File: config.mk
export PLATFORM = sky130hd
export DESIGN_NAME = fault_restart_seq
export DESIGN_NICKNAME = d
export VERILOG_FILES = /design/src/fault_seq_pkg.sv /design/src/flag_sync.sv /design/src/fault_restart_seq.sv
export SDC_FILE = /design/constraint.sdc
export NUM_CORES = 1
export LEC_CHECK = 0
export ABC_AREA = 1
export ABC_CLOCK_PERIOD_IN_PS = 2450
export BUFFER_PORTS_ARGS = -buffer_cell sky130_fd_sc_hd__clkbuf_2
export CAP_MARGIN = 40
export CORE_AREA = 2 2 132 134
export CTS_CLUSTER_DIAMETER = 40
export DETAILED_ROUTE_END_ITERATION = 6
export DIE_AREA = 0 0 134 136
export PLACE_DENSITY = 0.54
export SLEW_MARGIN = 5
export SYNTH_ARGS = -nofsm -noshare
export SYNTH_HDL_FRONTEND = slang
export SYNTH_SLANG_ARGS = --single-unit
export TNS_END_PERCENT = 30
File: constraint.sdc
create_clock -name core_clk -period 2.45 [get_ports core_clk]
set_clock_uncertainty 0.15 [all_clocks]
set_input_delay 0.3675 -clock core_clk [delete_from_list [all_inputs] [get_ports core_clk]]
set_output_delay 0.3675 -clock core_clk [all_outputs]
set_load 0.01 [all_outputs]
File: src/fault_seq_pkg.sv
// Shared constants, types and register map of the protection sequencer.
package fault_seq_pkg;

    // Clock and timing.
    localparam int unsigned CLK_KHZ        = 50_000;
    localparam int unsigned CLK_PERIOD_NS  = 20;
    localparam int unsigned BLANK_MS       = 20;
    localparam int unsigned BLANK_CYC      = BLANK_MS * CLK_KHZ;
    localparam int unsigned SPIKE_NS       = 30_000;
    localparam int unsigned SPIKE_CYC      =
        (SPIKE_NS + CLK_PERIOD_NS - 1) / CLK_PERIOD_NS;
    localparam int unsigned EXT_COUNT      = 256;

    // Register map, byte addresses.
    localparam logic [7:0] REG_CTRL   = 8'h00;
    localparam logic [7:0] REG_STATUS = 8'h04;
    localparam logic [7:0] REG_MASK   = 8'h08;
    localparam logic [7:0] REG_STATE  = 8'h0C;

    // Control field positions and reset values.
    localparam int unsigned CTRL_EXT_EN_BIT = 0;
    localparam logic [31:0] CTRL_RESET      = 32'h0000_0001;
    localparam logic [31:0] MASK_RESET      = 32'h0000_0000;

    // Status event bits.
    localparam int unsigned EV_OVP1     = 0;
    localparam int unsigned EV_OVP2     = 1;
    localparam int unsigned EV_OVERLOAD = 2;
    localparam int unsigned EV_THERMAL  = 3;
    localparam int unsigned EV_EXT_TRIP = 4;
    localparam int unsigned EV_LOCKOUT  = 5;
    localparam int unsigned EV_RESUME   = 6;
    localparam int unsigned EV_NUM      = 7;

    // State readback field positions.
    localparam int unsigned ST_STATE_LSB = 0;
    localparam int unsigned ST_MODE_LSB  = 4;
    localparam int unsigned ST_CYCLE_LSB = 8;
    localparam int unsigned ST_EXTC_LSB  = 16;

    typedef enum logic [2:0] {
        ST_OFF, ST_SOFT, ST_RUN, ST_AR_WAIT, ST_AR_PROBE
    } seq_state_t;

    typedef enum logic [1:0] {
        MODE_NORMAL, MODE_ODD_SKIP, MODE_NON_SWITCH
    } restart_mode_t;

    typedef enum logic [1:0] {
        EB_IDLE, EB_DISCH, EB_CHARGE, EB_DONE
    } ext_blank_state_t;

    // Digitised flags from the analog front end, all active high.
    typedef struct packed {
        logic vcc_ovp1;      // supply above 20.5 V
        logic vcc_ovp2;      // supply above 25.5 V
        logic lockout;       // supply_lockout active, device unpowered
        logic fb_high;       // feedback_high_comparator, above 4.5 V
        logic pin_high;      // pin_high_comparator, above 4.5 V
        logic pin_low;       // multi_function_pin below 0.9 V
        logic pin_ext;       // multi_function_pin below 0.4 V
        logic temp_trip;     // junction above 130 C
        logic temp_release;  // junction 50 C below the trip point
        logic soft_done;     // soft start period finished
    } afe_flags_t;

    localparam int unsigned FLAG_W = $bits(afe_flags_t);

    typedef struct packed {
        logic [7:0]  addr;
        logic [31:0] wdata;
        logic        wr;
        logic        rd;
    } reg_req_t;

endpackage

File: src/flag_sync.sv
// Two-stage synchroniser for a vector of analog comparator flags.
module flag_sync
    import fault_seq_pkg::*;
#(
    parameter int unsigned WIDTH = FLAG_W
) (
    input  wire logic             core_clk,
    input  wire logic             reset_n,
    input  wire logic [WIDTH-1:0] async_in,
    output logic      [WIDTH-1:0] sync_out
);

    logic [WIDTH-1:0] meta_ff;

    for (genvar i = 0; i < WIDTH; i++) begin : g_bit
        always_ff @(posedge core_clk) begin
            if (!reset_n) begin
                meta_ff[i]  <= 1'b0;
                sync_out[i] <= 1'b0;
            end else begin
                meta_ff[i]  <= async_in[i];
                sync_out[i] <= meta_ff[i];
            end
        end
    end

endmodule

File: src/fault_restart_seq.sv
// Protection sequencer: fault detection, blanking and auto-restart control.
//
// Decided for this implementation: the register offsets and the address-and-strobe port.
module fault_restart_seq
    import fault_seq_pkg::*;
#(
    parameter int unsigned BLANK_CYCLES = BLANK_CYC
) (
    input  wire logic        core_clk,
    input  wire logic        reset_n,
    input  wire afe_flags_t  afe_flags,
    input  wire reg_req_t    reg_req,
    output logic [31:0]      reg_rdata,
    output logic             gate_enable,
    output logic             soft_start_en,
    output logic             startup_cell_en,
    output logic             charge_switch,
    output logic             discharge_switch,
    output logic             ext_blank_done,
    output logic             irq
);

    afe_flags_t        flg;
    seq_state_t        state_ff, nxt_state;
    restart_mode_t     mode_ff, nxt_mode;
    ext_blank_state_t  eb_ff, nxt_eb;
    logic [7:0]        cycle_ff, nxt_cycle;
    logic              lock_prev_ff;
    logic [1:0]        prime_ff;
    logic              hot_ff;
    logic [20:0]       blank_ff;
    logic              blank_done_ff;
    logic [8:0]        eb_cnt_ff;
    logic [10:0]       spike_ff;
    logic [31:0]       ctrl_ff, mask_ff, status_ff;
    logic [EV_NUM-1:0] events;

    flag_sync #(.WIDTH(FLAG_W)) u_sync (
        .core_clk (core_clk),
        .reset_n  (reset_n),
        .async_in (afe_flags),
        .sync_out (flg)
    );

    // Decoding of the sequencer condition.
    // The synchroniser clears to zero, which reads as powered; edges are
    // ignored until the real flag has reached its output.
    wire primed       = prime_ff[1];
    wire lock_on_ev   = primed & lock_prev_ff & ~flg.lockout;
    wire in_soft      = (state_ff == ST_SOFT) |
                        (state_ff == ST_AR_PROBE && mode_ff == MODE_ODD_SKIP);
    wire switching    = in_soft | (state_ff == ST_RUN);
    wire detect_en    = switching | (state_ff == ST_AR_PROBE);
    wire ovp1_hit     = in_soft & flg.vcc_ovp1 & flg.fb_high;
    wire ovp2_hit     = ~flg.lockout & flg.vcc_ovp2;
    wire ovl_gate     = (eb_ff == EB_DONE) & flg.fb_high;
    wire ovl_trip     = ovl_gate & (spike_ff == 11'(SPIKE_CYC - 1));
    wire fault_odd    = detect_en & (ovp1_hit | ovp2_hit | ovl_trip);
    wire fault_nonsw  = detect_en & (hot_ff | flg.pin_ext);
    wire fault_any    = fault_odd | fault_nonsw;
    wire blank_run    = switching & flg.fb_high;
    wire blank_last   = blank_ff == 21'(BLANK_CYCLES - 1);
    wire eb_last      = eb_cnt_ff == 9'(EXT_COUNT - 1);
    wire ext_en       = ctrl_ff[CTRL_EXT_EN_BIT];
    wire next_even    = ~nxt_cycle[0];

    // Non-switching faults win when both kinds appear together.
    wire restart_mode_t fault_mode = fault_nonsw ? MODE_NON_SWITCH
                                                 : MODE_ODD_SKIP;

    // Main protection state machine.
    always_comb begin
        nxt_state = state_ff;
        nxt_mode  = mode_ff;
        nxt_cycle = cycle_ff;
        case (state_ff)
            ST_OFF: begin
                if (lock_on_ev) begin
                    nxt_state = ST_SOFT;
                end
            end
            ST_SOFT, ST_RUN: begin
                if (flg.lockout) begin
                    nxt_state = ST_OFF;
                    nxt_mode  = MODE_NORMAL;
                end else if (fault_any) begin
                    nxt_state = ST_AR_WAIT;
                    nxt_mode  = fault_mode;
                    nxt_cycle = 8'h00;
                end else if (state_ff == ST_SOFT && flg.soft_done) begin
                    nxt_state = ST_RUN;
                end
            end
            ST_AR_WAIT: begin
                // Odd cycles run no detection and never switch.
                if (lock_on_ev) begin
                    nxt_cycle = cycle_ff + 8'h01;
                    if (next_even) begin
                        nxt_state = ST_AR_PROBE;
                    end
                end
            end
            ST_AR_PROBE: begin
                if (flg.lockout) begin
                    nxt_state = ST_AR_WAIT;
                end else if (fault_any) begin
                    nxt_state = ST_AR_WAIT;
                    nxt_mode  = fault_mode;
                end else if (mode_ff == MODE_NON_SWITCH) begin
                    nxt_state = ST_SOFT;
                    nxt_mode  = MODE_NORMAL;
                end else if (flg.soft_done) begin
                    nxt_state = ST_RUN;
                    nxt_mode  = MODE_NORMAL;
                end
            end
            default: begin
                nxt_state = ST_OFF;
            end
        endcase
    end

    always_ff @(posedge core_clk) begin
        if (!reset_n) begin
            state_ff     <= ST_OFF;
            mode_ff      <= MODE_NORMAL;
            cycle_ff     <= 8'h00;
            lock_prev_ff <= 1'b1;
            prime_ff     <= 2'h0;
        end else begin
            state_ff     <= nxt_state;
            mode_ff      <= nxt_mode;
            cycle_ff     <= nxt_cycle;
            lock_prev_ff <= primed ? flg.lockout : 1'b1;
            if (!primed) begin
                prime_ff <= prime_ff + 2'h1;
            end
        end
    end

    // The thermal flag only releases through the cooler comparator.
    always_ff @(posedge core_clk) begin
        if (!reset_n) begin
            hot_ff <= 1'b0;
        end else if (flg.temp_trip) begin
            hot_ff <= 1'b1;
        end else if (flg.temp_release) begin
            hot_ff <= 1'b0;
        end
    end

    // Built-in blanking counter restarts whenever feedback falls back.
    always_ff @(posedge core_clk) begin
        if (!reset_n || !blank_run) begin
            blank_ff      <= 21'h000000;
            blank_done_ff <= 1'b0;
        end else if (blank_last) begin
            blank_done_ff <= 1'b1;
        end else if (!blank_done_ff) begin
            blank_ff <= blank_ff + 21'h000001;
        end
    end

    // Extended blanking: one count per discharge and recharge of the pin.
    always_comb begin
        nxt_eb = eb_ff;
        case (eb_ff)
            EB_IDLE: begin
                if (blank_done_ff) begin
                    nxt_eb = ext_en ? EB_DISCH : EB_DONE;
                end
            end
            EB_DISCH: begin
                if (flg.pin_low) begin
                    nxt_eb = EB_CHARGE;
                end
            end
            EB_CHARGE: begin
                if (flg.pin_high) begin
                    nxt_eb = eb_last ? EB_DONE : EB_DISCH;
                end
            end
            default: begin
                nxt_eb = EB_DONE;
            end
        endcase
    end

    always_ff @(posedge core_clk) begin
        if (!reset_n || !blank_run) begin
            eb_ff     <= EB_IDLE;
            eb_cnt_ff <= 9'h000;
        end else begin
            eb_ff <= nxt_eb;
            if (eb_ff == EB_CHARGE && flg.pin_high) begin
                eb_cnt_ff <= eb_cnt_ff + 9'h001;
            end
        end
    end

    // Spike blanking delays the overload trip while the gate stays high.
    always_ff @(posedge core_clk) begin
        if (!reset_n || !ovl_gate) begin
            spike_ff <= 11'h000;
        end else if (!ovl_trip) begin
            spike_ff <= spike_ff + 11'h001;
        end
    end

    // Outputs to the power stage.
    always_ff @(posedge core_clk) begin
        if (!reset_n) begin
            charge_switch    <= 1'b0;
            discharge_switch <= 1'b0;
            ext_blank_done   <= 1'b0;
        end else begin
            charge_switch    <= nxt_eb == EB_CHARGE && blank_run;
            discharge_switch <= nxt_eb == EB_DISCH && blank_run;
            ext_blank_done   <= nxt_eb == EB_DONE && blank_run;
        end
    end

    // Gate drive falls in the same cycle the state leaves switching.
    assign gate_enable     = switching;
    assign soft_start_en   = in_soft;
    assign startup_cell_en = flg.lockout;

    // Register slave with sticky, write-one-to-clear status.
    assign events[EV_OVP1]     = ovp1_hit & detect_en;
    assign events[EV_OVP2]     = ovp2_hit & detect_en;
    assign events[EV_OVERLOAD] = ovl_trip & detect_en;
    assign events[EV_THERMAL]  = hot_ff & detect_en;
    assign events[EV_EXT_TRIP] = flg.pin_ext & detect_en;
    assign events[EV_LOCKOUT]  = flg.lockout & ~lock_prev_ff;
    assign events[EV_RESUME]   = state_ff == ST_AR_PROBE &&
                                 nxt_mode == MODE_NORMAL;

    wire wr_ctrl   = reg_req.wr && reg_req.addr == REG_CTRL;
    wire wr_status = reg_req.wr && reg_req.addr == REG_STATUS;
    wire wr_mask   = reg_req.wr && reg_req.addr == REG_MASK;
    wire [31:0] clr_bits  = wr_status ? reg_req.wdata : 32'h0000_0000;
    wire [31:0] ev_word   = {{(32 - EV_NUM){1'b0}}, events};
    wire [31:0] state_word =
        (32'(state_ff) << ST_STATE_LSB) | (32'(mode_ff) << ST_MODE_LSB) |
        (32'(cycle_ff) << ST_CYCLE_LSB) | (32'(eb_cnt_ff) << ST_EXTC_LSB);

    logic [31:0] rd_word;
    always_comb begin
        if (reg_req.addr == REG_CTRL) begin
            rd_word = ctrl_ff;
        end else if (reg_req.addr == REG_STATUS) begin
            rd_word = status_ff;
        end else if (reg_req.addr == REG_MASK) begin
            rd_word = mask_ff;
        end else if (reg_req.addr == REG_STATE) begin
            rd_word = state_word;
        end else begin
            rd_word = 32'h0000_0000;
        end
    end

    always_ff @(posedge core_clk) begin
        if (!reset_n) begin
            ctrl_ff   <= CTRL_RESET;
            mask_ff   <= MASK_RESET;
            status_ff <= 32'h0000_0000;
            reg_rdata <= 32'h0000_0000;
            irq       <= 1'b0;
        end else begin
            if (wr_ctrl) begin
                ctrl_ff <= reg_req.wdata & 32'h0000_0001;
            end
            if (wr_mask) begin
                mask_ff <= reg_req.wdata & ev_word_mask();
            end
            // A new event wins over a clear in the same cycle.
            status_ff <= (status_ff & ~clr_bits) | ev_word;
            reg_rdata <= reg_req.rd ? rd_word : 32'h0000_0000;
            irq       <= |(((status_ff & ~clr_bits) | ev_word) & mask_ff);
        end
    end

    function automatic logic [31:0] ev_word_mask();
        return {{(32 - EV_NUM){1'b0}}, {EV_NUM{1'b1}}};
    endfunction

    // Checks on the sequencer.
    a_odd_cycle_quiet: assert property (@(posedge core_clk)
        disable iff (!reset_n)
        state_ff == ST_AR_WAIT |-> !gate_enable && !soft_start_en)
        else $error("gate active during a skipped restart cycle");

    a_even_soft_pulses: assert property (@(posedge core_clk)
        disable iff (!reset_n)
        state_ff == ST_AR_PROBE && mode_ff == MODE_ODD_SKIP
        |-> gate_enable && soft_start_en && !cycle_ff[0])
        else $error("even odd-skip cycle lacks soft start pulses");

    a_resume_on_even: assert property (@(posedge core_clk)
        disable iff (!reset_n)
        $past(state_ff) == ST_AR_PROBE && state_ff == ST_RUN
        |-> !cycle_ff[0] && mode_ff == MODE_NORMAL)
        else $error("normal operation resumed on an odd cycle");

    a_nonsw_no_gate: assert property (@(posedge core_clk)
        disable iff (!reset_n)
        state_ff == ST_AR_PROBE && mode_ff == MODE_NON_SWITCH
        |-> !gate_enable)
        else $error("gate driven in a non-switching cycle");

    a_nonsw_resume: assert property (@(posedge core_clk)
        disable iff (!reset_n)
        state_ff == ST_AR_PROBE && mode_ff == MODE_NON_SWITCH &&
        !fault_any && !flg.lockout |=> state_ff == ST_SOFT)
        else $error("fault-free non-switching cycle did not resume");

    a_fault_mapping: assert property (@(posedge core_clk)
        disable iff (!reset_n)
        state_ff == ST_RUN && !flg.lockout && fault_nonsw
        |=> state_ff == ST_AR_WAIT && mode_ff == MODE_NON_SWITCH)
        else $error("thermal or pin trip not mapped to non-switching");

    a_ovp2_always: assert property (@(posedge core_clk)
        disable iff (!reset_n)
        state_ff == ST_RUN && flg.vcc_ovp2 && !flg.lockout && !fault_nonsw
        |=> state_ff == ST_AR_WAIT && mode_ff == MODE_ODD_SKIP)
        else $error("supply over-voltage did not enter odd-skip");

    a_lockout_off: assert property (@(posedge core_clk)
        disable iff (!reset_n)
        flg.lockout && state_ff inside {ST_SOFT, ST_RUN}
        |=> state_ff == ST_OFF && startup_cell_en && !gate_enable)
        else $error("lockout did not shut the switching down");

    a_switch_exclusive: assert property (@(posedge core_clk)
        disable iff (!reset_n)
        eb_ff == EB_DISCH && flg.pin_low && blank_run
        |=> charge_switch && !discharge_switch)
        else $error("discharge did not hand over to charge");

    a_spike_blanking: assert property (@(posedge core_clk)
        disable iff (!reset_n)
        $rose(ovl_gate) |-> !ovl_trip [*8])
        else $error("overload tripped inside spike blanking");

endmodule

==> summary.txt <==
STA
  • Max transition margin: 66.0%
  • Final setup fails: 0
  • Final hold vios: 0
  • Worst Tran Pin Value: 0.508 ns
  • Max Slew Vio Count: 0
  • RSZ-0062 raised after global routing: false
  • Post-route setup TNS: 0 ns
  • Final min period: 2.06 ns
  • Maximum clock rate: 486 MHz
  • Period utilization: 83.9%

Global routing
  • Initial antenna violation count: 1
  • Number of global-route vias before repair: 5329
  • Grt ovf: 0
  • Largest net degree at the start of global routing: 39
  • First-pass GRT wire length: 25400 um
  • Aggregate global-route resource usage: 17.7%

Final layout
  • Most frequent cells in the layout: dfxtp_1 (157), inv_1 (155), nand2_1 (146)
  • Commonest non-fill, non-tap cell in the layout: dfxtp_1
  • Layout area overhead: 21.5%
  • Layout cells sized above 1: 17.9%
  • Fin cells: 1216
  • Final net count: 1037
  • # diodes: 0

Synthesis
  • Asr flop ratio synth: 0%
  • Synth Register Bits: 157
  • Sequential element share of the synthesized area: 47.6%
  • Unique masters post-synth: 50
  • Post-synth EDFFs: 0
  • Top FF cell, synth: dfxtp_1
  • Mapped Area: 6600 um2
  • Avg Cell Area, Syn: 7.64 um2
  • Yosys Warn Count: 0
  • Mapped Cells: 864
  • Post-synth net total: 923

Pwr
  • PD cells: 748 nW/um2
  • Pleak: 3.59 nW
  • Worst vdd ir: 0.506 mV

Drt
  • Detailed-route DRC error count: 0
  • Final WL: 15600 um
  • First-pass detailed-route iteration total: 5
  • DR iter-0 viols: 261
  • Vias per cell: 4.67
  • Wirelength per Cell: 12.8 um
  • Vias: 5684
  • Post-route ant nets: 0

Place
  • Hpwl dp: 11400 um
  • I/O Buffers: 92
  • Dpl cells: 1174
  • GPL Wtd Cong: 0.846

Status
  • Status: finished, final reports clean

Floorplan
  • Vert. Die Dim: 136 um
  • Cell row count: 48
  • Die area: 18200 um2
  • IO Pins: 93
  • Starting Density: 39.1%
  • Core ar.: 16900 um2
  • Die span in x: 134 um

Clocking
  • CTS tree: done
  • Num CTS Buffers: 17
  • Max Root-Sink Buffers: 2
  • Num Clock Sinks: 157
  • Root buffer cell: clkbuf_16
  • Worst-path clk slew: 0.06 ns
  • H-tree Lvls: 4
  • Clk_lat worst skew: 0.43 ns
  • Postcts setup bufs: 0

Worst setup path
  • Worst setup SP type: flop
  • Worst path arrival time: 2.22 ns
  • CP max stage delay: 0.43 ns
  • Critical Path RT: 2.61 ns
  • Setup CP Type: reg2reg
  • CP Max Fanout: 9
  • CP cell instances: inv_1 > nand3_1 > nand2_1 > nand2_2 > nand4_4 > o22ai_2 > o21ai_0 > nor3b_1
  • Crit. End Element: flop
  • Critical path's slowest cell: dfxtp_1

Worst hold path
  • Min-delay worst type: in2reg

Job
  • MaxCap Viol Count: 0
==> cell type report <==
cell class	count	area (um2)
inverter	162	609
timing repair buffer	115	658
tap	225	282
clock inverter	14	134
clock buffer	18	429
sequential	157	3140
fill	1687	8860
multi-input combinational	525	2760
==> synth_stat cells (all sizes together) (3+ instances only) <==
library cell / n / area [um2]
nand2: 155 / 619
nor3b: 3 / 22.5
clkbuf: 9 / 35.0
dfxtp: 157 / 3140
nor2: 64 / 269
o21bai: 6 / 52.6
nor4: 13 / 124
o21ai: 64 / 332
inv: 161 / 604
xnor2: 3 / 26.3
o211ai: 6 / 45.0
xor2: 7 / 61.3
or2: 3 / 18.8
nor3: 22 / 126
ha: 5 / 62.6
a21oi: 59 / 295
buf: 11 / 50.0
nand3: 83 / 458
nand4: 13 / 96.3
==> sequential cells by signal, indices dropped and copies added (netlist names), 2 cells and up <==
name,count
blank_ff,21
cycle_ff,8
eb_cnt_ff,9
eb_ff,2
mask_ff,7
mode_ff,2
prime_ff,2
reg_rdata,32
spike_ff,11
state_ff,3
status_ff,32
u_sync.meta_ff,10
u_sync.sync_out,10
==> critical path, delay by kind of cell (launching register included) <==
kind / cells / cell delay [ns]
AND/OR/NAND/NOR: 5 / 0.76
flip-flops: 1 / 0.43
AO/OA/AOI/OAI: 2 / 0.48
buffers and inverters: 1 / 0.14
==> logic make-up (layout without fill, tap and decap cells) <==
logic type / after synthesis / in the layout / share of synthesized area [%]
and+or+nand+nor: 357 / 357 / 26.4
buffers and inverters: 182 / 309 / 10.5
DFF: 157 / 157 / 47.6
AOI/OAI and AO/OA: 153 / 153 / 13.2
xor gates and xnor gates: 10 / 10 / 1.33
adders and majority gates: 5 / 5 / 0.948
==> report_power, final <==
part | switching (mW) | internal (mW) | total, mW
combinational | 0.525 | 0.270 | 0.795
sequential | 0.0530 | 2.61 | 2.67
clock | 1.12 | 1.42 | 2.53
==> per-stage QoR <==
step / util [%] / worst slack, ns / total power, mW / cell area (um2) / hold WS [ns]
floorplan: - / 0.446 / 3.27 / 6600 / 0.240
CTS: 47.5 / 0.384 / 6.06 / 8020 / 0.0176
global route: 47.5 / 0.149 / 6.26 / 8020 / 0.0290
global placement: 43.6 / 0.379 / 3.50 / 7350 / 0.242
finish: 47.5 / 0.393 / 5.99 / 8020 / 0.0358
detailed placement: 43.6 / 0.377 / 3.50 / 7350 / 0.245
==> final timing paths <==
check | cells past startpoint | startpoint | endpoint | slack (ns)
min reg2reg | 2 | u_sync.meta_ff[8] | u_sync.sync_out[8] | 0.26
min | 4 | reg_req[15] | status_ff[13] | 0.04
max | 8 | state_ff[2] | cycle_ff[4] | 0.39
max reg2reg | 8 | state_ff[2] | cycle_ff[4] | 0.39
==> layer usage <==
layer / routed length (um) / vias up / track usage [%]
li1: - / 3022 / -
met1: 7780 / 2518 / 23.5
met2: 6890 / 118 / 27.7
met3: 699 / 24 / 5.22
met4: 212 / 2 / 5.44
met5: 14 / - / 0
==> what timing repair did <==
item	in CTS	in global routing
hold endpoints to repair	10	0
hold buffers	10	0
resized for setup	0	0
Note: power is estimated with default switching activity, not from simulation.
